$ cat src/modem_uart_defs.svh
// Offsets, field positions, reset values and timing figures of the modem serial port.
`ifndef MODEM_UART_DEFS_SVH
`define MODEM_UART_DEFS_SVH
// ----------------------------------------
// Timing
// ----------------------------------------
`define CLK_HZ      25000000
`define BAUD_DEF    115200
`define BAUD_MAX    230400
`define BAUD_MIN    600
`define AB_BAUD_MAX 115200
`define AB_BAUD_MIN 1200
`define DIV_DEF     (`CLK_HZ / `BAUD_DEF)
`define DIV_MIN     (`CLK_HZ / `BAUD_MAX)
`define DIV_MAX     (`CLK_HZ / `BAUD_MIN)
`define AB_DIV_MIN  (`CLK_HZ / `AB_BAUD_MAX)
`define AB_DIV_MAX  (`CLK_HZ / `AB_BAUD_MIN)
// ----------------------------------------
// Register offsets
// ----------------------------------------
`define OFF_CTRL    8'h00
`define OFF_DIV     8'h04
`define OFF_TXDATA  8'h08
`define OFF_RXDATA  8'h0C
`define OFF_STATUS  8'h10
// ----------------------------------------
// Control fields and reset value
// ----------------------------------------
`define C_DATA8     0
`define C_STOP2     1
`define C_PAR_LO    2
`define C_PAR_HI    3
`define C_AUTOBAUD  4
`define C_RTS       5
`define C_DSR       6
`define C_CD        7
`define C_RING      8
`define C_CTSFLOW   9
`define CTRL_W      10
`define CTRL_RST    10'h061
`define PAR_NONE    2'h0
`define PAR_ODD     2'h1
`define PAR_EVEN    2'h2
// ----------------------------------------
// Status fields
// ----------------------------------------
`define S_TXFULL    0
`define S_TXBUSY    1
`define S_RXFULL    2
`define S_PERR      3
`define S_FERR      4
`define S_OVR       5
`define S_CTS       6
`define S_DTR       7
`define S_ABDONE    8
`endif

$ cat src/modem_uart_pkg.sv
// Types of the modem serial port: state enumerations and the state record.
package modem_uart_pkg;
   typedef enum logic [2:0] {TX_IDLE, TX_START, TX_DATA, TX_PAR, TX_STOP} tx_state_t;
   typedef enum logic [2:0] {RX_IDLE, RX_MEAS, RX_START, RX_DATA, RX_PAR, RX_STOP} rx_state_t;
   typedef struct packed {
      logic [9:0]  ctrl;
      logic [15:0] div;
      logic [7:0]  txh;
      logic        txh_full;
      tx_state_t   tx_state;
      logic [7:0]  tx_sh;
      logic [15:0] tx_cnt;
      logic [2:0]  tx_bit;
      logic        tx_par;
      logic        txd;
      rx_state_t   rx_state;
      logic [7:0]  rx_sh;
      logic [15:0] rx_cnt;
      logic [2:0]  rx_bit;
      logic        rx_pbad;
      logic        rxd_prev;
      logic [7:0]  rxbuf;
      logic        rx_full;
      logic        perr;
      logic        ferr;
      logic        ovr;
      logic        ab_done;
      logic        pready;
      logic        pslverr;
      logic [31:0] prdata;
   } st_t;
endpackage

$ cat src/modem_uart.sv
// Full-duplex modem serial port with APB registers, DMA requests and bit-rate detection.
//
// Local design decisions: the APB register port and the address map.
`timescale 1ns/100ps
`include "modem_uart_defs.svh"

// Notes on behaviour
// - One serial channel; transmitter and receiver run independently at once.
// - Frames carry 7 or 8 data bits and one or two stop bits.
// - Parity odd, even or none; sent by transmitter, checked by receiver.
// - Bit rate programmable 600 to 230400; 115200 after reset.
// - Receiver can detect the host bit rate between 1200 and 115200.
// - Bit timing comes from dividing the system clock.
// - DMA request lines let memory feed and drain data without processor.
// - Eight signals: two data lines plus six modem control lines.
// - Modem handshake lines are controlled; host sends commands and data.
// - Outgoing characters are driven on the transmit data output.
// - A ring indication output signals alerts to the host.
// - A set-ready output tells the host the modem side is ready.
module modem_uart
   import modem_uart_pkg::*;
(
   // Clock and reset
   input  wire logic        CLK,
   input  wire logic        RSTN,
   // APB slave
   input  wire logic        PSEL,
   input  wire logic        PENABLE,
   input  wire logic        PWRITE,
   input  wire logic [7:0]  PADDR,
   input  wire logic [31:0] PWDATA,
   output logic [31:0]      PRDATA,
   output logic             PREADY,
   output logic             PSLVERR,
   // DMA requests
   output logic             TX_DMA_REQ,
   output logic             RX_DMA_REQ,
   // Serial data
   output logic             TXD,
   input  wire logic        RXD,
   // Modem control lines, active low
   output logic             RING_N,
   output logic             RTS_N,
   input  wire logic        DTR_N,
   input  wire logic        CTS_N,
   output logic             CARRIER_DETECT_OUT_N,
   output logic             DSR_N
);

   st_t st_reg;
   st_t st_next;
   logic tx_dma_next;
   logic rx_dma_next;

   // Parity bit for a character; odd parity inverts the even sum.
   function automatic logic par_bit(input logic [7:0] d, input logic [9:0] c);
      par_bit = ^(c[`C_DATA8] ? d : {1'b0, d[6:0]}) ^ (c[`C_PAR_HI:`C_PAR_LO] == `PAR_ODD);
   endfunction

   // Index of the last data bit for the selected width.
   function automatic logic [2:0] last_bit(input logic [9:0] c);
      last_bit = c[`C_DATA8] ? 3'h7 : 3'h6;
   endfunction

   // Seven-bit characters end up in the upper bits of the shifter.
   function automatic logic [7:0] rx_align(input logic [7:0] sh, input logic [9:0] c);
      rx_align = c[`C_DATA8] ? sh : {1'b0, sh[7:1]};
   endfunction

   // ----------------------------------------
   // Next-state logic
   // ----------------------------------------
   // All state advances from one record so every output below is a plain flop.
   always_comb begin
      logic        acc;
      logic        done;
      logic        rd_rx;
      logic [15:0] wdiv;
      acc = PSEL & PENABLE;
      done = acc & st_reg.pready;
      rd_rx = done & ~PWRITE & (PADDR == `OFF_RXDATA);
      wdiv = PWDATA[15:0];
      st_next = st_reg;
      st_next.pready = acc & ~st_reg.pready;
      st_next.rxd_prev = RXD;

      // Read data and error are captured one cycle into the access phase.
      if (acc & ~st_reg.pready) begin
         st_next.pslverr = 1'b0;
         st_next.prdata = 32'h0000_0000;
         case (PADDR)
            `OFF_CTRL:   st_next.prdata = {22'h00_0000, st_reg.ctrl};
            `OFF_DIV:    st_next.prdata = {16'h0000, st_reg.div};
            `OFF_TXDATA: st_next.prdata = {24'h00_0000, st_reg.txh};
            `OFF_RXDATA: st_next.prdata = {24'h00_0000, st_reg.rxbuf};
            `OFF_STATUS: st_next.prdata = {23'h00_0000, st_reg.ab_done, ~DTR_N, ~CTS_N, st_reg.ovr,
                                           st_reg.ferr, st_reg.perr, st_reg.rx_full,
                                           st_reg.tx_state != TX_IDLE, st_reg.txh_full};
            default:     st_next.pslverr = 1'b1;
         endcase
      end

      // Writes take effect only at the completing edge; the clamp keeps the rate legal.
      if (done & PWRITE) begin
         case (PADDR)
            `OFF_CTRL: begin
               st_next.ctrl = PWDATA[`CTRL_W-1:0];
               if (PWDATA[`C_AUTOBAUD]) begin
                  st_next.ab_done = 1'b0;
               end
            end
            `OFF_DIV: begin
               if (wdiv < 16'(`DIV_MIN)) begin
                  st_next.div = 16'(`DIV_MIN);
               end else if (wdiv > 16'(`DIV_MAX)) begin
                  st_next.div = 16'(`DIV_MAX);
               end else begin
                  st_next.div = wdiv;
               end
            end
            `OFF_TXDATA: begin
               if (!st_reg.txh_full) begin
                  st_next.txh = PWDATA[7:0];
                  st_next.txh_full = 1'b1;
               end
            end
            `OFF_STATUS: begin
               st_next.perr = st_reg.perr & ~PWDATA[`S_PERR];
               st_next.ferr = st_reg.ferr & ~PWDATA[`S_FERR];
               st_next.ovr = st_reg.ovr & ~PWDATA[`S_OVR];
            end
            default: ;
         endcase
      end
      if (rd_rx) begin
         st_next.rx_full = 1'b0;
      end

      // Transmitter: bit time is a down-count of the clock divisor.
      if (st_reg.tx_state != TX_IDLE) begin
         st_next.tx_cnt = st_reg.tx_cnt - 16'h0001;
      end
      case (st_reg.tx_state)
         TX_IDLE: begin
            if (st_reg.txh_full && (!st_reg.ctrl[`C_CTSFLOW] || !CTS_N)) begin
               st_next.tx_sh = st_reg.txh;
               st_next.tx_par = par_bit(st_reg.txh, st_reg.ctrl);
               st_next.txh_full = 1'b0;
               st_next.tx_cnt = st_reg.div - 16'h0001;
               st_next.tx_state = TX_START;
            end
         end
         TX_START: begin
            if (st_reg.tx_cnt == 16'h0000) begin
               st_next.tx_cnt = st_reg.div - 16'h0001;
               st_next.tx_bit = 3'h0;
               st_next.tx_state = TX_DATA;
            end
         end
         TX_DATA: begin
            if (st_reg.tx_cnt == 16'h0000) begin
               st_next.tx_cnt = st_reg.div - 16'h0001;
               st_next.tx_sh = {1'b1, st_reg.tx_sh[7:1]};
               st_next.tx_bit = st_reg.tx_bit + 3'h1;
               if (st_reg.tx_bit == last_bit(st_reg.ctrl)) begin
                  st_next.tx_bit = 3'h0;
                  st_next.tx_state = (st_reg.ctrl[`C_PAR_HI:`C_PAR_LO] == `PAR_NONE) ? TX_STOP : TX_PAR;
               end
            end
         end
         TX_PAR: begin
            if (st_reg.tx_cnt == 16'h0000) begin
               st_next.tx_cnt = st_reg.div - 16'h0001;
               st_next.tx_state = TX_STOP;
            end
         end
         TX_STOP: begin
            if (st_reg.tx_cnt == 16'h0000) begin
               st_next.tx_cnt = st_reg.div - 16'h0001;
               st_next.tx_bit = 3'h1;
               if (!st_reg.ctrl[`C_STOP2] || st_reg.tx_bit == 3'h1) begin
                  st_next.tx_state = TX_IDLE;
               end
            end
         end
         default: st_next.tx_state = TX_IDLE;
      endcase
      // Line level follows the next state so it changes with the state itself.
      case (st_next.tx_state)
         TX_START: st_next.txd = 1'b0;
         TX_DATA:  st_next.txd = st_next.tx_sh[0];
         TX_PAR:   st_next.txd = st_next.tx_par;
         default:  st_next.txd = 1'b1;
      endcase

      // Receiver: samples each bit at its middle, independent of the transmitter.
      if (st_reg.rx_state != RX_IDLE && st_reg.rx_state != RX_MEAS) begin
         st_next.rx_cnt = st_reg.rx_cnt - 16'h0001;
      end
      case (st_reg.rx_state)
         RX_IDLE: begin
            if (st_reg.rxd_prev && !RXD) begin
               if (st_reg.ctrl[`C_AUTOBAUD] && !st_reg.ab_done) begin
                  st_next.rx_cnt = 16'h0001;
                  st_next.rx_state = RX_MEAS;
               end else begin
                  st_next.rx_cnt = {1'b0, st_reg.div[15:1]};
                  st_next.rx_state = RX_START;
               end
            end
         end
         RX_MEAS: begin
            // The start bit's length is one bit time; the first data bit must be high.
            if (!RXD) begin
               if (st_reg.rx_cnt != 16'hFFFF) begin
                  st_next.rx_cnt = st_reg.rx_cnt + 16'h0001;
               end
            end else if (st_reg.rx_cnt >= 16'(`AB_DIV_MIN) && st_reg.rx_cnt <= 16'(`AB_DIV_MAX)) begin
               st_next.div = st_reg.rx_cnt;
               st_next.ab_done = 1'b1;
               st_next.rx_cnt = {1'b0, st_reg.rx_cnt[15:1]};
               st_next.rx_bit = 3'h0;
               st_next.rx_state = RX_DATA;
            end else begin
               st_next.rx_state = RX_IDLE;
            end
         end
         RX_START: begin
            if (st_reg.rx_cnt == 16'h0000) begin
               st_next.rx_cnt = st_reg.div - 16'h0001;
               st_next.rx_bit = 3'h0;
               st_next.rx_state = RXD ? RX_IDLE : RX_DATA;
            end
         end
         RX_DATA: begin
            if (st_reg.rx_cnt == 16'h0000) begin
               st_next.rx_cnt = st_reg.div - 16'h0001;
               st_next.rx_sh = {RXD, st_reg.rx_sh[7:1]};
               st_next.rx_bit = st_reg.rx_bit + 3'h1;
               if (st_reg.rx_bit == last_bit(st_reg.ctrl)) begin
                  st_next.rx_pbad = 1'b0;
                  st_next.rx_state = (st_reg.ctrl[`C_PAR_HI:`C_PAR_LO] == `PAR_NONE) ? RX_STOP : RX_PAR;
               end
            end
         end
         RX_PAR: begin
            if (st_reg.rx_cnt == 16'h0000) begin
               st_next.rx_cnt = st_reg.div - 16'h0001;
               st_next.rx_pbad = RXD != par_bit(rx_align(st_reg.rx_sh, st_reg.ctrl), st_reg.ctrl);
               st_next.rx_state = RX_STOP;
            end
         end
         RX_STOP: begin
            // Only the first stop bit is checked, so two-stop senders are also accepted.
            if (st_reg.rx_cnt == 16'h0000) begin
               st_next.rxbuf = rx_align(st_reg.rx_sh, st_reg.ctrl);
               st_next.ovr = st_next.ovr | (st_reg.rx_full & ~rd_rx);
               st_next.rx_full = 1'b1;
               st_next.perr = st_next.perr | st_reg.rx_pbad;
               st_next.ferr = st_next.ferr | ~RXD;
               st_next.rx_state = RX_IDLE;
            end
         end
         default: st_next.rx_state = RX_IDLE;
      endcase
      tx_dma_next = ~st_next.txh_full;
      rx_dma_next = st_next.rx_full;
   end

   // ----------------------------------------
   // State register and outputs
   // ----------------------------------------
   // Reset loads constants only; the divisor starts at the default rate.
   always_ff @(posedge CLK or negedge RSTN) begin
      if (!RSTN) begin
         st_reg <= '0;
         st_reg.ctrl <= `CTRL_RST;
         st_reg.div <= 16'(`DIV_DEF);
         st_reg.txd <= 1'b1;
         st_reg.rxd_prev <= 1'b1;
         TX_DMA_REQ <= 1'b1;
         RX_DMA_REQ <= 1'b0;
         RING_N <= 1'b1;
         RTS_N <= 1'b1;
         CARRIER_DETECT_OUT_N <= 1'b1;
         DSR_N <= 1'b1;
      end else begin
         st_reg <= st_next;
         TX_DMA_REQ <= tx_dma_next;
         RX_DMA_REQ <= rx_dma_next;
         RING_N <= ~st_next.ctrl[`C_RING];
         RTS_N <= ~st_next.ctrl[`C_RTS];
         CARRIER_DETECT_OUT_N <= ~st_next.ctrl[`C_CD];
         DSR_N <= ~st_next.ctrl[`C_DSR];
      end
   end

   assign TXD = st_reg.txd;
   assign PRDATA = st_reg.prdata;
   assign PREADY = st_reg.pready;
   assign PSLVERR = st_reg.pslverr;
endmodule

$ cat config.mk
export PLATFORM = sky130hd
export DESIGN_NAME = modem_uart
export DESIGN_NICKNAME = d
export VERILOG_FILES = /design/src/modem_uart_pkg.sv /design/src/modem_uart.sv
export VERILOG_INCLUDE_DIRS = /design/src
export SDC_FILE = /design/constraint.sdc
export NUM_CORES = 1
export LEC_CHECK = 0
export BUFFER_PORTS_ARGS = -buffer_cell sky130_fd_sc_hd__buf_2
export CORE_MARGIN = 5
export CORE_UTILIZATION = 25
export DETAILED_ROUTE_END_ITERATION = 8
export GPL_ROUTABILITY_DRIVEN = 0
export SLEW_MARGIN = 5
export SYNTH_ARGS = -nofsm -noshare
export SYNTH_HDL_FRONTEND = slang
export SYNTH_SLANG_ARGS = --single-unit
$ cat constraint.sdc
create_clock -name CLK -period 3.2 [get_ports CLK]
set_input_delay 0.48 -clock CLK [delete_from_list [all_inputs] [get_ports CLK]]
set_output_delay 0.48 -clock CLK [all_outputs]
set_load 0.03 [all_outputs]
; ---- Word level (Yosys, flattened, before mapping)
; Cells that the tools add are included.
[classes]
n_addsub = 6
magnitude_cmp = 4
eq_ne = 35
mux = 73
bitwise = 30
reduce_logical = 36
[ops]
columns = cell, count
row1 = 16-bit one-hot mux with 5 select lines, 3
row2 = 16-bit two-way mux, 13
row3 = 19-bit two-way mux, 4
row4 = 16-bit by 1-bit subtractor with 16-bit output (second input constant), 3
row5 = 3-bit two-way mux, 15
row6 = 34-bit two-way mux, 1
row7 = 16-bit logical NOT, 2
row8 = 31-bit two-way mux, 1
row9 = 30-bit two-way mux, 1
row10 = 28-bit two-way mux, 1
row11 = 9-bit two-way mux, 3
row12 = 8-bit two-way mux, 3
row13 = 2-bit inequality test (second input constant), 12
row14 = 3-bit by 2-bit equality test with 1-bit output (second input constant), 6
row15 = 3-bit one-hot mux with 3 select lines, 2
row16 = 3-bit one-hot mux with 6 select lines, 1
row17 = 16-bit by 1-bit adder with 16-bit output (second input constant), 1
row18 = 8-bit by 4-bit equality test with 1-bit output (second input constant), 2
row19 = 16-bit by 8-bit greater-or-equal comparator with 1-bit output (second input constant), 1
row20 = 16-bit greater-than comparator (second input constant), 1
row21 = 16-bit by 15-bit <= comparator with 1-bit output (second input constant), 1
row22 = 16-bit by 7-bit < comparator with 1-bit output (second input constant), 1
row23 = 16-bit inequality test (second input constant), 1
row24 = 8-bit one-hot mux with 2 select lines, 1
row25 = 35 further kinds, 104
[word_totals]
reg_bits = 151
inputBits = 48
output_inout_bits = 41
elab_cells = 216

; ---- Logic depth before layout (Yosys ltp)
; Gate-level depths: netlist of the first run.
[logic_depth]
ltp_word = 9
depth_mapped = 10

; ---- Worst setup path before layout of the first run
; OpenSTA, ideal clock, no wires.
[synth_path]
path_type = input-to-reg
start = input port PADDR[1]
end = register st_reg[112] (netlist bit)
setup_ps = 125
t_arrival_ps = 2422
setup_slack_ps = 654
cell_stages = 6
path_buffers = 1
path_cell_list = or4_1 > nor4_2 > and2_1 > nor2b_1 > buf_2 > mux2_2
[synth_via]
elab_chain_len = 2
[synth_lines]
columns = item, line_no
row1 = start: declaration, modem_uart.sv:30  ; input wire logic [7:0] PADDR,
row2 = 8-bit by 4-bit equality test with 1-bit output, modem_uart.sv:105  ; case (PADDR)
row3 = 3-bit AND reduction (no line), --
row4 = end signal: assignment, modem_uart.sv:288  ; st_reg <= st_next;
row5 = end: declaration, modem_uart.sv:50  ; st_t st_reg;
; Every way passes these cells.
; A chain may end at the register's enable or synchronous reset.

==> results by group, run 1 <==
Yosys
  – Gate Count Post-Synth: 1041
  – Seq/Total Area, Yosys: 37.6%
  – Synth Cell Area: 9040 µm²
  – Top cells by area, synth: dfrtp_1 (33%), nand2_1 (5.3%), dfstp_2 (4.4%)
  – Predominant post-synthesis flop cell: dfrtp_1
  – Synth unique cells: 81
  – Syn avg cell area: 8.68 µm²
  – Yosys reg bits: 135
  – Number of synthesized flops with an enable pin: 0
  – Post-synth top area share: 33.2%
  – Async SR Flop Fraction: 100%
  – Post-synth top area cell: dfrtp_1
  – Synth warnings: 0

Run status
  – Status: complete, no violations

Setup path
  – Critical path class: flip-flop to flip-flop
  – Crit end category: flip-flop
  – Critical Path RT: 3460 ps
  – Crit path launch type: flip-flop
  – Crit path max fanout: 18
  – Data arrival time of the critical path: 3210 ps

Timing
  – Final setup margin: 253 ps
  – RSZ-0062 raised after global routing: no
  – Fin Hold WS: 42.4 ps
  – Layout Skew: 14.7 ps
  – Max-slew headroom: 35.1%
  – Worst Max-Slew Pin Slew: 970 ps
  – Fin crit share: 92.1%
  – Final Max Slew Viols: 0
  – Fmax: 339 MHz
  – Final worst path period need: 2950 ps
  – Final setup TNS: 0 ps
  – Final Hold Fails: 0
  – Final setup viols: 0

Power
  – Net Sw Frac: 28.4%
  – P_sw: 1.14 mW
  – Int Pwr: 2.86 mW
  – PnR Total Power: 4.00 mW
  – Leak: 4.31 nW
  – Clock network power share: 49.2%
  – Logic pwr share: 6.8%
  – Power density cells: 384 nW/µm²
  – Peak supply drop: 0.268 mV
  – Power share of the sequential group: 44.0%

Floorplanning
  – Row count: 69
  – Io pins: 89
  – Die area: 40100 µm²
  – Die X: 200 µm
  – Core area: 35700 µm²
  – Die H: 200 µm
  – Initial Utilization: 25.4%

Global route
  – Total gr overflow: 0
  – Initial antenna violation count: 0
  – Vias in the first global route: 7883
  – First-pass GRT wire length: 45300 µm
  – GRT Overall Usage: 14.0%
  – Maximum number of pins on one net before global-route repair: 71

Routing
  – Via density: 5.34
  – Total number of vias: 8311
  – WL per Instance: 18.6 µm
  – DRC: 0
  – Final WL: 28900 µm
  – Iteration-0 DRC Markers: 800
  – DRT Pass-1 Iters: 8
  – Detail Route Antenna Nets: 0

CTS
  – TritonCTS Sinks: 135
  – Clock Latency Late Sink: 440 ps
  – CTS Buffer Depth: 2
  – Setup bufs post-CTS: 0
  – H-Tree Depth: 4
  – Reg clk slew, reported paths: 70 ps
  – Post-CTS resize count: 0
  – # hold bufs at CTS: 0
  – CTS tree: done
  – TritonCTS Buffers: 17
  – Root buf cell: clkbuf_16

Final layout
  – Flip-flop count of the largest register after layout: 111
  – N_diodes: 0
  – P&R area growth vs syn: 15.0%
  – Nets: 1140
  – Layout Utilization: 29.2%
  – Most common cell after layout, fill and taps aside: nand2_1
  – Commonest non-fill, non-tap cells in the layout: nand2_1 (128), dfrtp_1 (120), o21ai_0 (75), nor2_1 (57), buf_2 (55)
  – Non-filler instance count after layout: 1557
  – Finished Cell Area: 10400 µm²
  – Share of cells above drive strength 1: 18.8%

Placement
  – Placed insts: 1525
  – DP Wirelength: 22000 µm
  – Port buffer count: 56
  – DP Area: 9820 µm²
  – Pre-CTS setup slack: 415 ps

Job
  – MaxCap Viol Count: 0

Hold path
  – Worst Hold Class: input pin to async pin
==> layout make-up <==
type                    count  area [µm²]
fillers                  3768       25300
clock inverters            15         158
repair buffers            108         677
inverters                  28         105
multi-input cells         793        5060
clock buffers              17         425
flip-flops and latches    135        3400
well taps                 461         577
==> synth_stat cells (3+ instances only) <==
master and instances:
a22oi_1 19, clkbuf_1 55, a32oi_1 4, a211o_1 3
or2_2 4, nor2b_1 8, and2_1 10, buf_1 4
inv_1 27, o22ai_1 11, nor3_1 27, xor2_1 26
nand4_1 12, a21oi_1 47, dfstp_2 15, dfrtp_1 120
a211oi_1 10, mux2_2 30, a21o_1 9, buf_6 3
buf_4 35, o22a_1 5, ha_1 9, nand3_1 35
a221oi_1 11, buf_2 3, o31ai_1 9, xnor2_1 38
nand2b_1 11, nor4_1 20, a221o_1 5, or3_1 16
or4_1 16, and3_1 17, o21ai_0 75, mux2i_1 32
o221a_2 3, nand2_1 128, a31oi_1 13, nor2_1 57
==> path summary, 6_finish.rpt <==
check	slack [ps]	end	startpoint	cells past startpoint
max	250	st_reg[130]	st_reg[57]	6
min	40	st_reg[63]	RSTN	1
max reg2reg	250	st_reg[130]	st_reg[57]	6
min reg2reg	460	PRDATA[14]	PRDATA[14]	2
max in group asynchronous	2200	st_reg[136]	RSTN	2
min in group CLK	310	DSR_N	PWDATA[6]	2
==> metal layers <==
layer	GRT usage (%)	vias to the layer above	routed length (µm)
li1	-	3828	-
met1	19.5	4047	12900
met2	21.0	364	12600
met3	3.90	72	2530
met4	5.19	0	823
met5	0	-	0
==> logic make-up after synthesis <==
family,count (synthesis),synth area share (%)
adders and majority gates,10,1.36
muxes,62,7.28
AOI/OAI and AO/OA,258,18.7
xor gates and xnor gates,65,6.45
other,1,0.0415
DFF,135,37.6
and+or+nand+nor,382,21.5
buffers and inverters,128,7.06
==> power by group through the flow <==
| stage | logic, mW | clock network (mW) | registers, mW |
|---|---|---|---|
| floorplan | 0.166 | 0 | 1.79 |
| global placement | 0.269 | 0 | 1.79 |
| detailed placement | 0.272 | 0 | 1.79 |
| CTS | 0.273 | 1.99 | 1.76 |
| global route | 0.301 | 2.07 | 1.76 |
| finish | 0.272 | 1.97 | 1.76 |
==> critical path: stages, from the launching register on <==
cell	delay [ps]
dfrtp_1	780
nand2_1	200
o21ai_0	420
nor3_4	110
a21o_1	260
nor2_1	770
o21ai_0	230
Power figures use the tool's default switching activity.
==> inputs of run 2 (changes only) <==
CORE_UTILIZATION = 60   (was 25)
PLACE_DENSITY = 0.81   (was unset)
==> run 2 against run 1 <==
  * Critical path depth unchanged
  * Sequential power barely moved
  * Sequential share of layout area is 1.1 points higher
  * Hold slack better by 290 ps
  * Clock skew shrank 2.9 ps
  * Critical path type unchanged
  * Largest cell class unchanged
  * Register-to-register slack about the same
  * Highest routed layer unchanged
  * Via count rose by 3.7%
  * Power rose by 0.98%
==> results by group, run 2 (synthesis gave the netlist of run 1 again) <==
Run status
  – Status: complete, no violations

Timing
  – Fmax: 339 MHz
  – Layout Skew: 11.8 ps
  – Fin crit share: 92.3%
  – Final setup TNS: 0 ps
  – RSZ-0062 raised after global routing: no
  – Worst Max-Slew Pin Slew: 784 ps
  – Final setup viols: 0
  – Final Max Slew Viols: 0
  – Final Hold Fails: 0
  – Max-slew headroom: 47.3%
  – Final worst path period need: 2950 ps

Setup path
  – Crit end category: flip-flop
  – Data arrival time of the critical path: 3220 ps
  – Worst R2R End: st_reg[131]
  – CP startpoint: st_reg[54]
  – R2R cell count: 6
  – Critical path class: flip-flop to flip-flop
  – R2R Setup Slk: 250 ps
  – Crit path max fanout: 10
  – Worst flop-to-flop path startpoint: st_reg[54]
  – Critical Path RT: 3470 ps
  – Setup crit end: st_reg[131]
  – Crit path launch type: flip-flop

Global route
  – First-pass GRT wire length: 42800 µm
  – Maximum number of pins on one net before global-route repair: 65
  – GRT Overall Usage: 30.7%
  – Vias in the first global route: 7875
  – Initial antenna violation count: 0
  – Total gr overflow: 0

Floorplanning
  – Die area: 17600 µm²
  – Initial Utilization: 61.7%
  – Core area: 14600 µm²
  – Die X: 133 µm
  – Die H: 133 µm
  – Io pins: 89
  – Row count: 44

Hold path
  – Worst Hold Class: input pin to flip-flop
  – Hold_sp: PWDATA[6]

Power
  – PnR Total Power: 4.04 mW
  – Leak: 4.31 nW
  – Peak supply drop: 0.421 mV
  – Power density cells: 401 nW/µm²

Routing
  – WL per Instance: 21.2 µm
  – Final WL: 27100 µm
  – DRT Pass-1 Iters: 8
  – Via density: 6.75
  – Detail Route Antenna Nets: 0
  – DRC: 0
  – Iteration-0 DRC Markers: 1304
  – Total number of vias: 8621

Final layout
  – N_diodes: 0
  – Flip-flop count of the largest register after layout: 111
  – Area of the multi-input gates: 5060 µm²
  – Nets: 1137
  – Share of cells above drive strength 1: 18.5%
  – Storage cell area: 3400 µm²
  – Fill count: 1168
  – P&R area growth vs syn: 11.3%
  – Commonest non-fill, non-tap cells in the layout: nand2_1 (128), dfrtp_1 (120), o21ai_0 (75), nor2_1 (57), buf_2 (55)
  – Most common cell after layout, fill and taps aside: nand2_1

CTS
  – # hold bufs at CTS: 1
  – TritonCTS Sinks: 135
  – Post-CTS resize count: 0
  – H-Tree Depth: 4
  – CTS tree: done
  – Reg clk slew, reported paths: 60 ps
  – TritonCTS Buffers: 17
  – CTS Buffer Depth: 2
  – Clock Latency Late Sink: 430 ps
  – Root buf cell: clkbuf_16
  – Setup bufs post-CTS: 0

Placement
  – DP Wirelength: 19700 µm
  – Port buffer count: 56

Job
  – MaxCap Viol Count: 0
==> run 2: cell types whose count changed in the layout (fill, tap and decap cells not counted), sizes merged <==
cell	before	now
clkbuf	17	18
inv	37	33
clkinvlp	1	2
dlygate4sd3	0	1
bufinv	0	2
buf	108	104
==> run 2: metal layers <==
layer	vias up	GRT usage, %	wire length, µm
met5	-	0	0
li1	3815	-	-
met4	0	11.6	1010
met1	4084	41.8	10600
met3	109	8.31	3280
met2	613	46.9	12200
==> run 2: critical path: stages (launching register included) <==
cell	delay [ps]
dfrtp_1	510
or4_1	720
nor4_1	320
a21oi_1	80
a21o_1	310
nor2_1	590
o21ai_0	250
==> run 2: worst min-delay path by stage <==
stage	end	slack (ps)	depth (start not counted)
after floorplan	PRDATA[0]	180	0
after global placement	st_reg[103]	450	1
after detailed placement	PRDATA[12]	450	2
after CTS	DSR_N	310	2
after global routing	DSR_N	340	2
final	DSR_N	330	2
==> run 2: stage by stage <==
stage / std cells / setup slack [ps] / hold WS [ps] / instance area (µm²) / util, %
global placement: 1244 / 407 / 446 / 9450 / 64.5
detailed placement: 1244 / 333 / 452 / 9450 / 64.5
global route: 1277 / 140 / 339 / 10100 / 68.7
floorplan: 1056 / 654 / 184 / 9090 / -
CTS: 1277 / 288 / 314 / 10100 / 68.7
finish: 1277 / 246 / 331 / 10100 / 68.7
==> run 2: cell type report <==
class | instances | share of cell area, %
Multi-Input combinational cell | 793 | 50.3
Sequential cell | 135 | 33.8
Timing Repair Buffer | 105 | 6.65
Clock buffer | 18 | 4.36
Tap cell | 184 | 2.29
Clock inverter | 14 | 1.62
Inverter | 28 | 1.04
==> run 2: where the power goes <==
part	internal [mW]	switching [mW]	leakage (nW)	total, mW
registers	1.73	0.0273	1.68	1.76
logic	0.0811	0.186	2.34	0.267
clock network	1.19	0.819	0.293	2.01
total	3.00	1.03	4.31	4.04
